**config.mk**
```make
export PLATFORM = sky130hd
export DESIGN_NAME = ubs_decode
export DESIGN_NICKNAME = d
export VERILOG_FILES = /design/src/ubs_pkg.sv /design/src/ubs_clk_if.sv /design/src/ubs_decode.sv /design/src/ubs_clk_div.sv
export SDC_FILE = /design/constraint.sdc
export NUM_CORES = 1
export LEC_CHECK = 0
export BUFFER_PORTS_ARGS = -buffer_cell sky130_fd_sc_hd__buf_2
export CORE_MARGIN = 3
export CORE_UTILIZATION = 30
export DETAILED_ROUTE_END_ITERATION = 12
export GPL_TIMING_DRIVEN = 0
export PLACE_DENSITY = 0.66
export SYNTH_ARGS = -nofsm -noshare
export SYNTH_HDL_FRONTEND = slang
export SYNTH_HIERARCHICAL = 1
export SYNTH_SLANG_ARGS = --single-unit
```
**constraint.sdc**
```tcl
create_clock -name core_clk -period 2 [get_ports core_clk]
set_input_delay 0.4 -clock core_clk [delete_from_list [all_inputs] [get_ports core_clk]]
set_output_delay 0.4 -clock core_clk [all_outputs]
set_load 0.005 [all_outputs]
```
**src/ubs_pkg.sv**
```systemverilog
// constants shared by the utility bus select decode block
package ubs_pkg;

    // register indices as printed; byte address is four times the index
    localparam logic [7:0]  REG_IDX_UTIL_SEL   = 8'h4E;
    localparam logic [7:0]  REG_IDX_ISA_CLK    = 8'h40;
    localparam logic [7:0]  REG_IDX_DEC_CTRL   = 8'h41;
    localparam logic [7:0]  REG_IDX_STATUS     = 8'h42;
    localparam logic [11:0] ADDR_UTIL_SEL      = {2'h0, REG_IDX_UTIL_SEL, 2'h0};
    localparam logic [11:0] ADDR_ISA_CLK       = {2'h0, REG_IDX_ISA_CLK, 2'h0};
    localparam logic [11:0] ADDR_DEC_CTRL      = {2'h0, REG_IDX_DEC_CTRL, 2'h0};
    localparam logic [11:0] ADDR_STATUS        = {2'h0, REG_IDX_STATUS, 2'h0};

    // values after reset
    localparam logic [7:0]  UTIL_SEL_RESET     = 8'h07;
    localparam logic [2:0]  ISA_DIV_RESET      = 3'h0;
    localparam logic [7:0]  DEC_CTRL_RESET     = 8'h00;

    // field positions in the utility select enables register
    localparam int          BIT_EXT_BIOS_EN    = 7;
    localparam int          BIT_LOW_BIOS_EN    = 6;
    localparam int          BIT_SECONDARY      = 5;
    localparam int          BIT_IDE_EN         = 4;
    // field positions in the decode control register
    localparam int          BIT_MEM_SUBTRACT   = 4;
    localparam int          BIT_ISA_FORWARD    = 3;

    // divisor field encodings and the counts they select
    localparam logic [2:0]  DIV_SEL_BY4        = 3'h0;
    localparam logic [2:0]  DIV_SEL_BY3        = 3'h1;
    localparam logic [2:0]  DIV_COUNT_4        = 3'h4;
    localparam logic [2:0]  DIV_COUNT_3        = 3'h3;
    localparam logic [2:0]  DIV_CNT_RESET      = 3'h3;

    // encoded peripheral select codes
    localparam logic [2:0]  SEL_IDLE           = 3'h7;
    localparam logic [2:0]  SEL_BIOS           = 3'h0;
    localparam logic [2:0]  SEL_IDE            = 3'h5;

    // address regions
    localparam logic [31:0] EXT_BIOS_LO        = 32'hFFF80000;
    localparam logic [31:0] EXT_BIOS_HI        = 32'hFFFDFFFF;
    localparam logic [15:0] LOW_BIOS_1M        = 16'h000E;
    localparam logic [15:0] LOW_BIOS_4G        = 16'hFFFE;
    localparam logic [15:0] LOW_BIOS_4G_1M     = 16'hFFEE;
    localparam logic [15:0] IDE_PRI_CMD        = 16'h01F0;
    localparam logic [15:0] IDE_SEC_CMD        = 16'h0170;
    localparam logic [15:0] IDE_PRI_CTL        = 16'h03F6;
    localparam logic [15:0] IDE_SEC_CTL        = 16'h0376;

    // access tracking states
    typedef enum logic [0:0] {
        ACC_IDLE,
        ACC_BUSY
    } ubs_acc_e;

endpackage : ubs_pkg

```
**src/ubs_clk_if.sv**
```systemverilog
// carrier between decode top and isa clock divider
`timescale 1ns/10ps
interface ubs_clk_if;
    logic [2:0] divisor_sel;   // divisor field from software
    logic       isa_clk;       // divided isa bus clock

    modport gen (input divisor_sel, output isa_clk);
    modport ctl (output divisor_sel, input isa_clk);
endinterface : ubs_clk_if

```
**src/ubs_decode.sv**
```systemverilog
// utility bus select decode: apb registers, region decode, isa clock
`timescale 1ns/10ps
module ubs_decode
    import ubs_pkg::*;
(
    input  wire logic        core_clk,              // host bus clock, 125 MHz
    input  wire logic        reset,                 // async reset, active high
    input  wire logic        psel,                  // apb select
    input  wire logic        penable,               // apb access phase
    input  wire logic        pwrite,                // apb write
    input  wire logic [11:0] paddr,                 // apb byte address
    input  wire logic [31:0] pwdata,                // apb write data
    output logic      [31:0] prdata,                // apb read data
    output logic             pready,                // apb ready
    output logic             pslverr,               // apb error, unmapped address
    input  wire logic        acc_start,             // bus access begins, one pulse
    input  wire logic        acc_end,               // bus access ends, one pulse
    input  wire logic [31:0] acc_addr,              // access address
    input  wire logic        acc_from_pci,          // 1 host master, 0 isa or dma
    input  wire logic        acc_is_io,             // 1 io cycle, 0 memory cycle
    output logic      [2:0]  encoded_periph_select, // encoded peripheral select
    output logic             utility_xcvr_out_en_n, // transceiver enable, low active
    output logic             diskette_select_n,     // diskette select, low active
    output logic             pci_positive_dec,      // claim host access positively
    output logic             pci_subtractive_dec,   // leave host access subtractive
    output logic             forward_to_pci,        // pass isa or dma access upward
    output logic             isa_bus_clk            // divided isa bus clock
);
    import ubs_pkg::*;

    ubs_clk_if   cif ();

    // software visible registers
    logic [7:0]  util_sel_r;
    logic [2:0]  isa_div_r;
    logic [7:0]  dec_ctrl_r;
    // apb answer flops
    logic        pready_r;
    logic [31:0] prdata_r;
    logic        pslverr_r;
    // access tracking and registered decode outputs
    ubs_acc_e    acc_state_r;
    logic [2:0]  sel_code_r;
    logic        xcvr_oe_n_r;
    logic        pos_dec_r;
    logic        sub_dec_r;
    logic        fwd_pci_r;
    logic        floppy_n_r;
    logic        isa_clk_r;

    // apb phase and address decode
    wire         apb_acc    = psel && penable;
    wire         apb_take   = apb_acc && !pready_r;
    wire         apb_done   = apb_acc && pready_r;
    wire         hit_util   = (paddr == ADDR_UTIL_SEL);
    wire         hit_clk    = (paddr == ADDR_ISA_CLK);
    wire         hit_dec    = (paddr == ADDR_DEC_CTRL);
    wire         hit_stat   = (paddr == ADDR_STATUS);
    wire         mapped     = hit_util || hit_clk || hit_dec || hit_stat;
    wire         wr_util    = apb_done && pwrite && hit_util;
    wire         wr_clk     = apb_done && pwrite && hit_clk;
    wire         wr_dec     = apb_done && pwrite && hit_dec;
    wire         acc_busy   = (acc_state_r == ACC_BUSY);
    wire [7:0]   status_val = {acc_busy, fwd_pci_r, sub_dec_r, pos_dec_r,
                               !xcvr_oe_n_r, sel_code_r};
    wire [31:0]  rd_data    = hit_util ? {24'h0, util_sel_r} :
                              hit_clk  ? {29'h0, isa_div_r}  :
                              hit_dec  ? {24'h0, dec_ctrl_r} :
                              hit_stat ? {24'h0, status_val} : 32'h0;

    // one wait state so read data and ready both leave from flops
    always_ff @(posedge core_clk or posedge reset) begin
        if (reset) begin
            pready_r  <= 1'b0;
            prdata_r  <= 32'h0;
            pslverr_r <= 1'b0;
        end else begin
            pready_r  <= apb_take;
            prdata_r  <= apb_take ? rd_data : 32'h0;
            pslverr_r <= apb_take && !mapped;
        end
    end

    // register writes take effect only at the completing edge
    // divisor resets to divide by four
    always_ff @(posedge core_clk or posedge reset) begin
        if (reset) begin
            util_sel_r <= UTIL_SEL_RESET;
            isa_div_r  <= ISA_DIV_RESET;
            dec_ctrl_r <= DEC_CTRL_RESET;
        end else begin
            if (wr_util) util_sel_r <= pwdata[7:0];
            if (wr_clk)  isa_div_r  <= pwdata[2:0];
            if (wr_dec)  dec_ctrl_r <= pwdata[7:0];
        end
    end

    // enable and option bits
    wire         ext_en     = util_sel_r[BIT_EXT_BIOS_EN];
    wire         low_en     = util_sel_r[BIT_LOW_BIOS_EN];
    wire         second     = util_sel_r[BIT_SECONDARY];
    wire         ide_en     = util_sel_r[BIT_IDE_EN];
    wire         mem_sub    = dec_ctrl_r[BIT_MEM_SUBTRACT];
    wire         isa_fwd    = dec_ctrl_r[BIT_ISA_FORWARD];

    // region matches on the access address
    wire         io_low64k  = acc_is_io && (acc_addr[31:16] == 16'h0000);
    wire         ext_hit    = !acc_is_io && (acc_addr >= EXT_BIOS_LO)
                              && (acc_addr <= EXT_BIOS_HI);
    wire         low_hit    = !acc_is_io && ((acc_addr[31:16] == LOW_BIOS_1M)
                              || (acc_addr[31:16] == LOW_BIOS_4G)
                              || (acc_addr[31:16] == LOW_BIOS_4G_1M));
    wire         ide_pri    = io_low64k && ((acc_addr[15:3] == IDE_PRI_CMD[15:3])
                              || (acc_addr[15:1] == IDE_PRI_CTL[15:1]));
    wire         ide_sec    = io_low64k && ((acc_addr[15:3] == IDE_SEC_CMD[15:3])
                              || (acc_addr[15:1] == IDE_SEC_CTL[15:1]));
    // only one ide range answers, so the transceiver never fights a card
    // primary or secondary range
    wire         ide_hit    = second ? ide_sec : ide_pri;

    // selection gated by the enables
    // extended bios, host masters only
    // bit 7 clear keeps the region idle
    wire         ext_sel    = ext_hit && acc_from_pci && ext_en;
    wire         low_sel    = low_hit && low_en;
    wire         ide_sel    = ide_hit && ide_en;
    // cleared enable gives no code and no transceiver enable
    wire         bios_sel   = ext_sel || low_sel;
    wire [2:0]   sel_nxt    = bios_sel ? SEL_BIOS : (ide_sel ? SEL_IDE : SEL_IDLE);
    wire         oe_n_nxt   = !(bios_sel || ide_sel);
    // extended bios always positive; lower bios positive unless the memory control bit asks for subtractive
    wire         pos_nxt    = acc_from_pci && (ext_sel || (low_sel && !mem_sub));
    wire         sub_nxt    = acc_from_pci && low_hit && (!low_en || mem_sub);
    // enabled lower bios keeps isa and dma accesses local
    // disabled lower bios forwards only with the isa decode bit
    wire         fwd_nxt    = !acc_from_pci && low_hit && !low_en && isa_fwd;

    // an access owns its decode from start to end; starts while busy are dropped
    always_ff @(posedge core_clk or posedge reset) begin
        if (reset) begin
            acc_state_r <= ACC_IDLE;
        end else begin
            case (acc_state_r)
                ACC_IDLE: begin
                    if (acc_start) acc_state_r <= ACC_BUSY;
                end
                ACC_BUSY: begin
                    if (acc_end) acc_state_r <= ACC_IDLE;
                end
                default: acc_state_r <= ACC_IDLE;
            endcase
        end
    end

    // decode captured at access start and held, so a mid-access write is unseen
    // snapshot at access start
    // idle code all ones, diskette select never driven
    always_ff @(posedge core_clk or posedge reset) begin
        if (reset) begin
            sel_code_r  <= SEL_IDLE;
            xcvr_oe_n_r <= 1'b1;
            pos_dec_r   <= 1'b0;
            sub_dec_r   <= 1'b0;
            fwd_pci_r   <= 1'b0;
            floppy_n_r  <= 1'b1;
        end else begin
            floppy_n_r <= 1'b1;
            if (!acc_busy && acc_start) begin
                sel_code_r  <= sel_nxt;
                xcvr_oe_n_r <= oe_n_nxt;
                pos_dec_r   <= pos_nxt;
                sub_dec_r   <= sub_nxt;
                fwd_pci_r   <= fwd_nxt;
            end else if (acc_busy && acc_end) begin
                sel_code_r  <= SEL_IDLE;
                xcvr_oe_n_r <= 1'b1;
                pos_dec_r   <= 1'b0;
                sub_dec_r   <= 1'b0;
                fwd_pci_r   <= 1'b0;
            end
        end
    end

    // isa clock generation; software must keep it within the isa band
    // divisor choice left to software
    // divider fed from the divisor field
    assign cif.divisor_sel = isa_div_r;

    ubs_clk_div u_clk_div (
        .core_clk (core_clk),
        .reset    (reset),
        .cif      (cif)
    );

    // retimed isa clock, one cycle behind the divider
    always_ff @(posedge core_clk or posedge reset) begin
        if (reset) begin
            isa_clk_r <= 1'b0;
        end else begin
            isa_clk_r <= cif.isa_clk;
        end
    end

    // output ports, all from flops
    assign prdata                = prdata_r;
    assign pready                = pready_r;
    assign pslverr               = pslverr_r;
    assign encoded_periph_select = sel_code_r;
    assign utility_xcvr_out_en_n = xcvr_oe_n_r;
    assign diskette_select_n     = floppy_n_r;
    assign pci_positive_dec      = pos_dec_r;
    assign pci_subtractive_dec   = sub_dec_r;
    assign forward_to_pci        = fwd_pci_r;
    assign isa_bus_clk           = isa_clk_r;

    wire take_acc = !acc_busy && acc_start;
endmodule : ubs_decode

```
**src/ubs_clk_div.sv**
```systemverilog
// isa bus clock divider off the host bus clock
`timescale 1ns/10ps
module ubs_clk_div
    import ubs_pkg::*;
(
    input  wire logic core_clk,   // host bus clock
    input  wire logic reset,      // async reset, active high
    ubs_clk_if.gen    cif         // divisor in, clock out
);

    logic [2:0] cnt_r;
    logic [2:0] cnt_nxt;
    logic [2:0] cur_div_r;
    logic [2:0] cur_div_nxt;
    logic       isa_clk_r;
    logic       isa_clk_nxt;
    logic       wrap;
    logic [2:0] new_div;

    // reserved encodings fall back to divide by four
    // divisor encoding map
    assign new_div     = (cif.divisor_sel == DIV_SEL_BY3) ? DIV_COUNT_3 : DIV_COUNT_4;
    // divisor only swaps at period end so no runt pulse reaches the isa bus
    // integer division count
    assign wrap        = (cnt_r == (cur_div_r - 3'h1));
    assign cnt_nxt     = wrap ? 3'h0 : (cnt_r + 3'h1);
    assign cur_div_nxt = wrap ? new_div : cur_div_r;
    assign isa_clk_nxt = (cnt_nxt < (cur_div_nxt >> 1));
    assign cif.isa_clk = isa_clk_r;

    // counter, active divisor and clock flop
    // reset to divide by four
    always_ff @(posedge core_clk or posedge reset) begin
        if (reset) begin
            cnt_r     <= DIV_CNT_RESET;
            cur_div_r <= DIV_COUNT_4;
            isa_clk_r <= 1'b0;
        end else begin
            cnt_r     <= cnt_nxt;
            cur_div_r <= cur_div_nxt;
            isa_clk_r <= isa_clk_nxt;
        end
    end
endmodule : ubs_clk_div

```
==> impl_results.md, run 1 <==
* Number of core rows at 31
* Req. time, crit path at 2.18 ns
* Detailed Routing Iterations Pass 1 at 5
* Wire length reported by the detailed router at 5.81 mm
* Critical path arrival at 2.12 ns
* Filler cell count in the final layout at 746
* Routed vias at a little under 2k
* Remaining routing DRC violations at 0
* Peak supply drop at 0.258 mV
* Placed cell count at between 400 and 500
* Avg Cell Area, Syn at between 10 and 15 sq um
* First DRT Iteration DRCs at 92
* Shortest period the worst path allows at approximately 1.9 ns
* Nature of the critical path startpoint: register
* Endpoint class of the critical path: register
* Post-synth ARST share at 100%
* EDFF count, synth at 0
* Setup tns final at 0 ns
* Max-Cap Viols at 0
* Run status: finished clean
* Worst slew slack as a fraction of its limit at between 50 and 60%
* Pleak at 0.00158 uW
* Ports placed on the boundary at around 130
* Worst clock skew on the final layout at 0.00606 ns
* Most Used Layer, Global Route: met2
* Largest net degree at the start of global routing at 37
* Overall overflow remaining after global route at 0
* Clk sinks at 43
* Dominant cell type by area after synthesis: sky130_fd_sc_hd__dfrtp_1
* Floorplan die area at between 0.009 and 0.01 sq mm
* Number of synthesized register bits at 43
* Fin Hold WS at 0.0515 ns
* Dominant register cell in the synthesized netlist: sky130_fd_sc_hd__dfrtp_1
* Setup slack, reg-to-reg at 0.06 ns
* Critical path endpoint: u_clk_div/cif.isa_clk$_DFF_PP0_
* Ratio of final minimum period to clock period at 97.0%
* Share of post-route cells with drive strength above 1 at 49.7%
* Width of the chip at around 95 microns
* Setup repair after global routing missed its margin: false
* Path class of the lowest-slack min-delay path: in -> async
* Library cells used by synthesis at 52
* Tightest Pin Transition at 0.737 ns
* Cell count after synthesis at approximately 210
* Largest driver fanout on the critical path at 4
* Most common cell after layout, fill and taps aside: sky130_fd_sc_hd__buf_2
* Final weighted congestion of routability-driven global placement at just under 0.8
* Number of synthesis warnings at 6
* CTS tree: built
* Worst reg2reg startpoint: u_clk_div/cur_div_r[0]$_DFFE_PP0N_
* Largest cells by area after synthesis: sky130_fd_sc_hd__dfrtp_1 37%, sky130_fd_sc_hd__dfstp_2 8.8%, sky130_fd_sc_hd__buf_4 8.5%
* Register clock-pin slew on the reported worst setup and hold paths at 0.07 ns
* Global-route usage over all layers at about an eighth
* Number of antenna violations at the first check in global routing at 0
* Clock latency on the worst-skew pair at between 0.2 and 0.3 ns
* Type of the worst setup path: reg -> reg
* Seq/Total Area, Yosys at 45.5%
* Number of setup violations in the final report at 0
* Layout Nets at 409
* Initial core utilization at a little under a third
* Fmax achieved at 516 MHz
* Core outline area at between 0.007 and 0.008 sq mm
* Avg WL per Cell at 13.8 microns
* Area growth from synthesis to final layout at 32.4%
* Number of vias per cell after detailed routing at ~4.6
* Number of H-tree branching levels at 2
* R2r worst-path depth at 7
* I/O Buffers at 75
* Final max-slew violation count at 0
* Met3 usage at approximately 3.7%
* Power density relative to cell area at 512 mW/mm^2
* Post-synth design cell area at 0.00239 sq mm
* Detailed placer's ending HPWL at 4.51 mm
* Routing usage on met2 at 22.6%
* RR Endpoint: u_clk_div/cif.isa_clk$_DFF_PP0_
* Most frequent cells in the layout: 76 x sky130_fd_sc_hd__buf_2, 35 x sky130_fd_sc_hd__dfrtp_1, 32 x sky130_fd_sc_hd__buf_4, 25 x sky130_fd_sc_hd__conb_1, 11 x sky130_fd_sc_hd__nor2_1
* Wire length of the first global-routing pass at 8.78 mm
* Met1 Usage GRT at 14.4%
* Critical path startpoint: u_clk_div/cur_div_r[0]$_DFFE_PP0N_
* Diodes inserted at 0
* Height of the die at 95.2 microns
* TritonCTS buffer count at 5
* Portion of synthesized cell area occupied by the leading cell type at 36.7%
* Layout Cells excl Fill at 421
* Buffer cell driving the clock tree root: sky130_fd_sc_hd__clkbuf_8
* Remaining number of nets flagged by the antenna check after routing at 0
* Vias in the first global route at 1900
* Final Hold Violating Endpoints at 0
* Maximum root-to-sink buffer count at 2
[area by class of cell]
cell class / count / area [sq um] / share of cell area, %
inverters: 7 / 26.3 / 0.832
clock buffers: 6 / 72.6 / 2.30
well taps: 99 / 124 / 3.92
flip-flops and latches: 43 / 1090 / 34.4
plain buffers: 31 / 226 / 7.17
repair buffers: 80 / 413 / 13.1
multi-input cells: 153 / 1200 / 37.9
clock inverters: 2 / 12.5 / 0.396
[worst min-delay path by stage]
stage | depth (start not counted) | to | start | slack, ns
CTS | 2 | u_clk_div/cif.isa_clk$_DFF_PP0_ | reset | 0.04
global placement | 0 | isa_bus_clk$_DFF_PP0_ | u_clk_div/cif.isa_clk$_DFF_PP0_ | 0.34
global route | 2 | u_clk_div/cif.isa_clk$_DFF_PP0_ | reset | 0.07
floorplan | 1 | u_clk_div/cif.isa_clk$_DFF_PP0_ | reset | 0.20
finish | 2 | u_clk_div/cif.isa_clk$_DFF_PP0_ | reset | 0.05
detailed placement | 0 | isa_bus_clk$_DFF_PP0_ | u_clk_div/cif.isa_clk$_DFF_PP0_ | 0.34
[registers in the layout, summed over array words and instances (netlist names), 3 cells and up]
register	cells
dec_ctrl_r	8
prdata	8
util_sel_r	8
cif.divisor_sel	3
u_clk_div/cnt_r	3
u_clk_div/cur_div_r	3
[synth_stat cells, types with 4 or more instances]
library cell and count:
sky130_fd_sc_hd__a21bo_2 4, sky130_fd_sc_hd__a21oi_1 6, sky130_fd_sc_hd__a222oi_1 5, sky130_fd_sc_hd__buf_4 27, sky130_fd_sc_hd__dfrtp_1 35, sky130_fd_sc_hd__dfstp_2 8
sky130_fd_sc_hd__inv_1 7, sky130_fd_sc_hd__mux2_2 9, sky130_fd_sc_hd__mux2_4 8, sky130_fd_sc_hd__nand2_1 7, sky130_fd_sc_hd__nand3_1 6, sky130_fd_sc_hd__nand4_1 6
sky130_fd_sc_hd__nor2_1 11, sky130_fd_sc_hd__nor3_1 4, sky130_fd_sc_hd__nor3b_1 4, sky130_fd_sc_hd__nor4_1 6
[logic make-up after synthesis]
| logic type | after synthesis | synth area share [%] |
|---|---|---|
| and+or+nand+nor | 65 | 17.3 |
| adders and majority gates | 3 | 1.57 |
| muxes | 20 | 10.6 |
| buffers and inverters | 38 | 10.6 |
| AOI/OAI and AO/OA | 35 | 11.6 |
| DFF | 43 | 45.5 |
| other | 2 | 0.315 |
| xor gates and xnor gates | 5 | 2.46 |
[power breakdown]
| group | internal [uW] | switching [uW] | leakage, uW |
|---|---|---|---|
| Combinational | 100 | 99.9 | 0.000984 |
| Sequential | 876 | 7.86 | 0.000559 |
| Clock | 244 | 289 | 0.0000412 |
| Total | 1220 | 397 | 0.00158 |
[metal layers]
metal / wire [microns] / vias up
met1: 2250 / 903
met5: 0 / -
met2: 3080 / 82
met3: 461 / 2
met4: 17 / 0
li1: - / 954
[per-stage QoR]
stage	total power (uW)	setup WS [ns]	area [sq um]	utilization [%]
after global placement	1090	-0.103	2970	39.7
after CTS	1630	0.0260	3100	41.4
after global routing	1690	0.00797	3160	42.2
final	1620	0.0602	3160	42.2
after detailed placement	1100	-0.139	2970	39.7
after floorplan	1010	0.0855	2470	-
[repair_timing]
action / CTS / global route
setup endpoints to repair: 1 / 1
pin swaps: 3 / 6
resized for setup: 3 / 6
setup buffers: 3 / 2
hold buffers: 0 / 0
[critical path, cell delays in order (launching register included)]
cell and delay [ns]:
sky130_fd_sc_hd__dfrtp_1 0.42, sky130_fd_sc_hd__inv_2 0.07, sky130_fd_sc_hd__ha_4 0.30, sky130_fd_sc_hd__xor2_4 0.19
sky130_fd_sc_hd__nand3_2 0.14, sky130_fd_sc_hd__a21bo_2 0.23, sky130_fd_sc_hd__ha_4 0.21, sky130_fd_sc_hd__a311oi_2 0.27
Power figures use the tool's default switching activity.
==> run 2, diff against run 1 <==
--- a/config.mk
+++ b/config.mk
@@ -8,9 +8,10 @@
 export BUFFER_PORTS_ARGS = -buffer_cell sky130_fd_sc_hd__buf_2
 export CORE_MARGIN = 3
 export CORE_UTILIZATION = 30
+export CTS_BUF_LIST = sky130_fd_sc_hd__clkbuf_4 sky130_fd_sc_hd__clkbuf_8 sky130_fd_sc_hd__clkbuf_16
 export DETAILED_ROUTE_END_ITERATION = 12
 export GPL_TIMING_DRIVEN = 0
-export PLACE_DENSITY = 0.66
+export PLACE_DENSITY = 0.63
 export SYNTH_ARGS = -nofsm -noshare
 export SYNTH_HDL_FRONTEND = slang
 export SYNTH_HIERARCHICAL = 1
==> constraint.sdc (replaced) <==
create_clock -name core_clk -period 2.4 [get_ports core_clk]
set_input_delay 0.48 -clock core_clk [delete_from_list [all_inputs] [get_ports core_clk]]
set_output_delay 0.48 -clock core_clk [all_outputs]
set_load 0.005 [all_outputs]
==> run 2 against run 1 <==
  * Fmax is 8.7% lower
  * Clock skew about the same
  * Cell count fell by 1.2%
  * Clock power rose by 26%
==> impl_results.md, run 2 (synthesized netlist as in run 1, its figures left out) <==
* Final max-slew violation count at 0
* Number of antenna violations at the first check in global routing at 0
* Run status: finished clean
* Core outline area at about 0.0075 sq mm
* Height of the die at ~95 microns
* Number of setup violations in the final report at 0
* Path class of the lowest-slack min-delay path: in -> async
* Buffer cell driving the clock tree root: sky130_fd_sc_hd__clkbuf_8
* Hold buffers post-CTS at 0
* Wire length of the first global-routing pass at 8.83 mm
* Worst reg2reg startpoint: u_clk_div/cur_div_r[0]$_DFFE_PP0N_
* I/O Buffers at 75
* CTS tree: built
* Setup slack, reg-to-reg at 0.28 ns
* Clk sinks at 43
* Ports placed on the boundary at between 100 and 150
* Final weighted congestion of routability-driven global placement at 0.826
* Post-route core utilization at 41.5%
* Crit path top cell by count: sky130_fd_sc_hd__ha_1
* # resized after CTS at 0
* Vias in the first global route at 1884
* Area growth from synthesis to final layout at 30.3%
* Avg WL per Cell at ~13 microns
* Ratio of final minimum period to clock period at 88.5%
* Sequence of cells on the critical path: inv_1, ha_1, xor2_1, nand3_1, and2_1, ha_1, a311oi_1
* Final Hold Violating Endpoints at 0
* Fmax achieved at about 470 MHz
* Largest driver fanout on the critical path at 5
* Top cell family by delay on the critical path: adder cells
* Detailed placer's ending HPWL at around 4.5 mm
* Clock latency on the worst-skew pair at 0.30 ns
* TritonCTS buffer count at 5
* Setup tns final at 0 ns
* R2r worst-path depth at 7
* Non-Filler Cell Area, Final at ~0.0031 sq mm
* Endpoint class of the critical path: register
* Worst slew slack as a fraction of its limit at 50.5%
* Layout Nets at 404
* First DRT Iteration DRCs at 75
* Nature of the critical path startpoint: register
* Peak supply drop at 0.319 mV
* Type of the worst setup path: reg -> reg
* Placed Area at between 0.002 and 0.003 sq mm
* Number of vias per cell after detailed routing at 4.58
* Maximum root-to-sink buffer count at 2
* Overall overflow remaining after global route at 0
* RR Endpoint: u_clk_div/cif.isa_clk$_DFF_PP0_
* Detailed Routing Iterations Pass 1 at 4
* Diodes inserted at 0
* Worst slack, placed at 0.218 ns
* Power density relative to cell area at about 510 mW/mm^2
* Global-route usage over all layers at 12.6%
* Most frequent cells in the layout: 76 x sky130_fd_sc_hd__buf_2, 35 x sky130_fd_sc_hd__dfrtp_1, 27 x sky130_fd_sc_hd__buf_4, 25 x sky130_fd_sc_hd__conb_1, 11 x sky130_fd_sc_hd__nor2_1
* Remaining routing DRC violations at 0
* Share of post-route cells with drive strength above 1 at 46.7%
* Critical path arrival at ~2.3 ns
* Worst clock skew on the final layout at 0.00602 ns
* Most common cell after layout, fill and taps aside: sky130_fd_sc_hd__buf_2
* Number of core rows at 31
* Max-Cap Viols at 0
* Setup repair after global routing missed its margin: false
* Worst path setup slack after routing at 0.276 ns
* Sum of buffers and inverters on the critical path at 1
* Shortest period the worst path allows at 2.12 ns
* Routed vias at 1905
* Number of H-tree branching levels at 2
* Req. time, crit path at approximately 2.6 ns
* Initial core utilization at 31.9%
* Biggest cell delay along the critical path at 0.38 ns
* Post-CTS Setup Bufs at 0
* Width of the chip at between 90 and 100 microns
* Pleak at 0.00158 uW
* Floorplan die area at slightly above 0.009 sq mm
* Tightest Pin Transition at 0.741 ns
* Total power consumption of the routed design at 1570 uW
* Remaining number of nets flagged by the antenna check after routing at 0
* Crit-path slowest cell: sky130_fd_sc_hd__dfrtp_1
* Filler cell count in the final layout at between 700 and 800
* Wire length reported by the detailed router at 5.59 mm
* Register clock-pin slew on the reported worst setup and hold paths at approximately 0.080 ns
* Largest net degree at the start of global routing at 37
[run 2: cell type report]
| cell class | count | area (sq um) | share of cell area (%) |
|---|---|---|---|
| Tap cell | 99 | 124 | 3.99 |
| Multi-Input combinational cell | 153 | 1130 | 36.5 |
| Buffer | 31 | 226 | 7.29 |
| Timing Repair Buffer | 75 | 375 | 12.1 |
| Clock buffer | 6 | 76.3 | 2.46 |
| Clock inverter | 2 | 60.1 | 1.93 |
| Sequential cell | 43 | 1090 | 34.9 |
| Inverter | 7 | 26.3 | 0.845 |
[run 2: power breakdown]
group	internal (uW)	switching, uW
registers	730	6.07
clock network	427	245
logic	82.9	81.9
total	1240	333
[run 2: per-stage QoR]
step,cells,hold WS [ns]
final,416,0.120
after global placement,408,0.342
after floorplan,234,0.281
after detailed placement,408,0.340
after global routing,416,0.141
after CTS,416,0.117
[run 2: worst max path at each step]
| stage | startpoint | endpoint | slack [ns] | cells after the start |
|---|---|---|---|---|
| CTS | u_clk_div/cur_div_r[0]$_DFFE_PP0N_ | u_clk_div/cif.isa_clk$_DFF_PP0_ | 0.23 | 7 |
| global route | u_clk_div/cur_div_r[0]$_DFFE_PP0N_ | u_clk_div/cif.isa_clk$_DFF_PP0_ | 0.06 | 7 |
| global placement | paddr[2] | util_sel_r[4]$_DFFE_PP0P_ | 0.20 | 5 |
| floorplan | paddr[3] | dec_ctrl_r[0]$_DFFE_PP0P_ | 0.41 | 5 |
| detailed placement | paddr[11] | util_sel_r[3]$_DFFE_PP0P_ | 0.22 | 5 |
| finish | u_clk_div/cur_div_r[0]$_DFFE_PP0N_ | u_clk_div/cif.isa_clk$_DFF_PP0_ | 0.28 | 7 |
[run 2: per-layer routing]
layer | part of all wire, % | global-route usage [%] | up-vias
li1 | - | - | 943
met1 | 41 | 15.1 | 882
met2 | 49 | 21.3 | 72
met3 | 8.0 | 3.79 | 8
met4 | 1.4 | 4.21 | 0
met5 | 0 | 0 | -
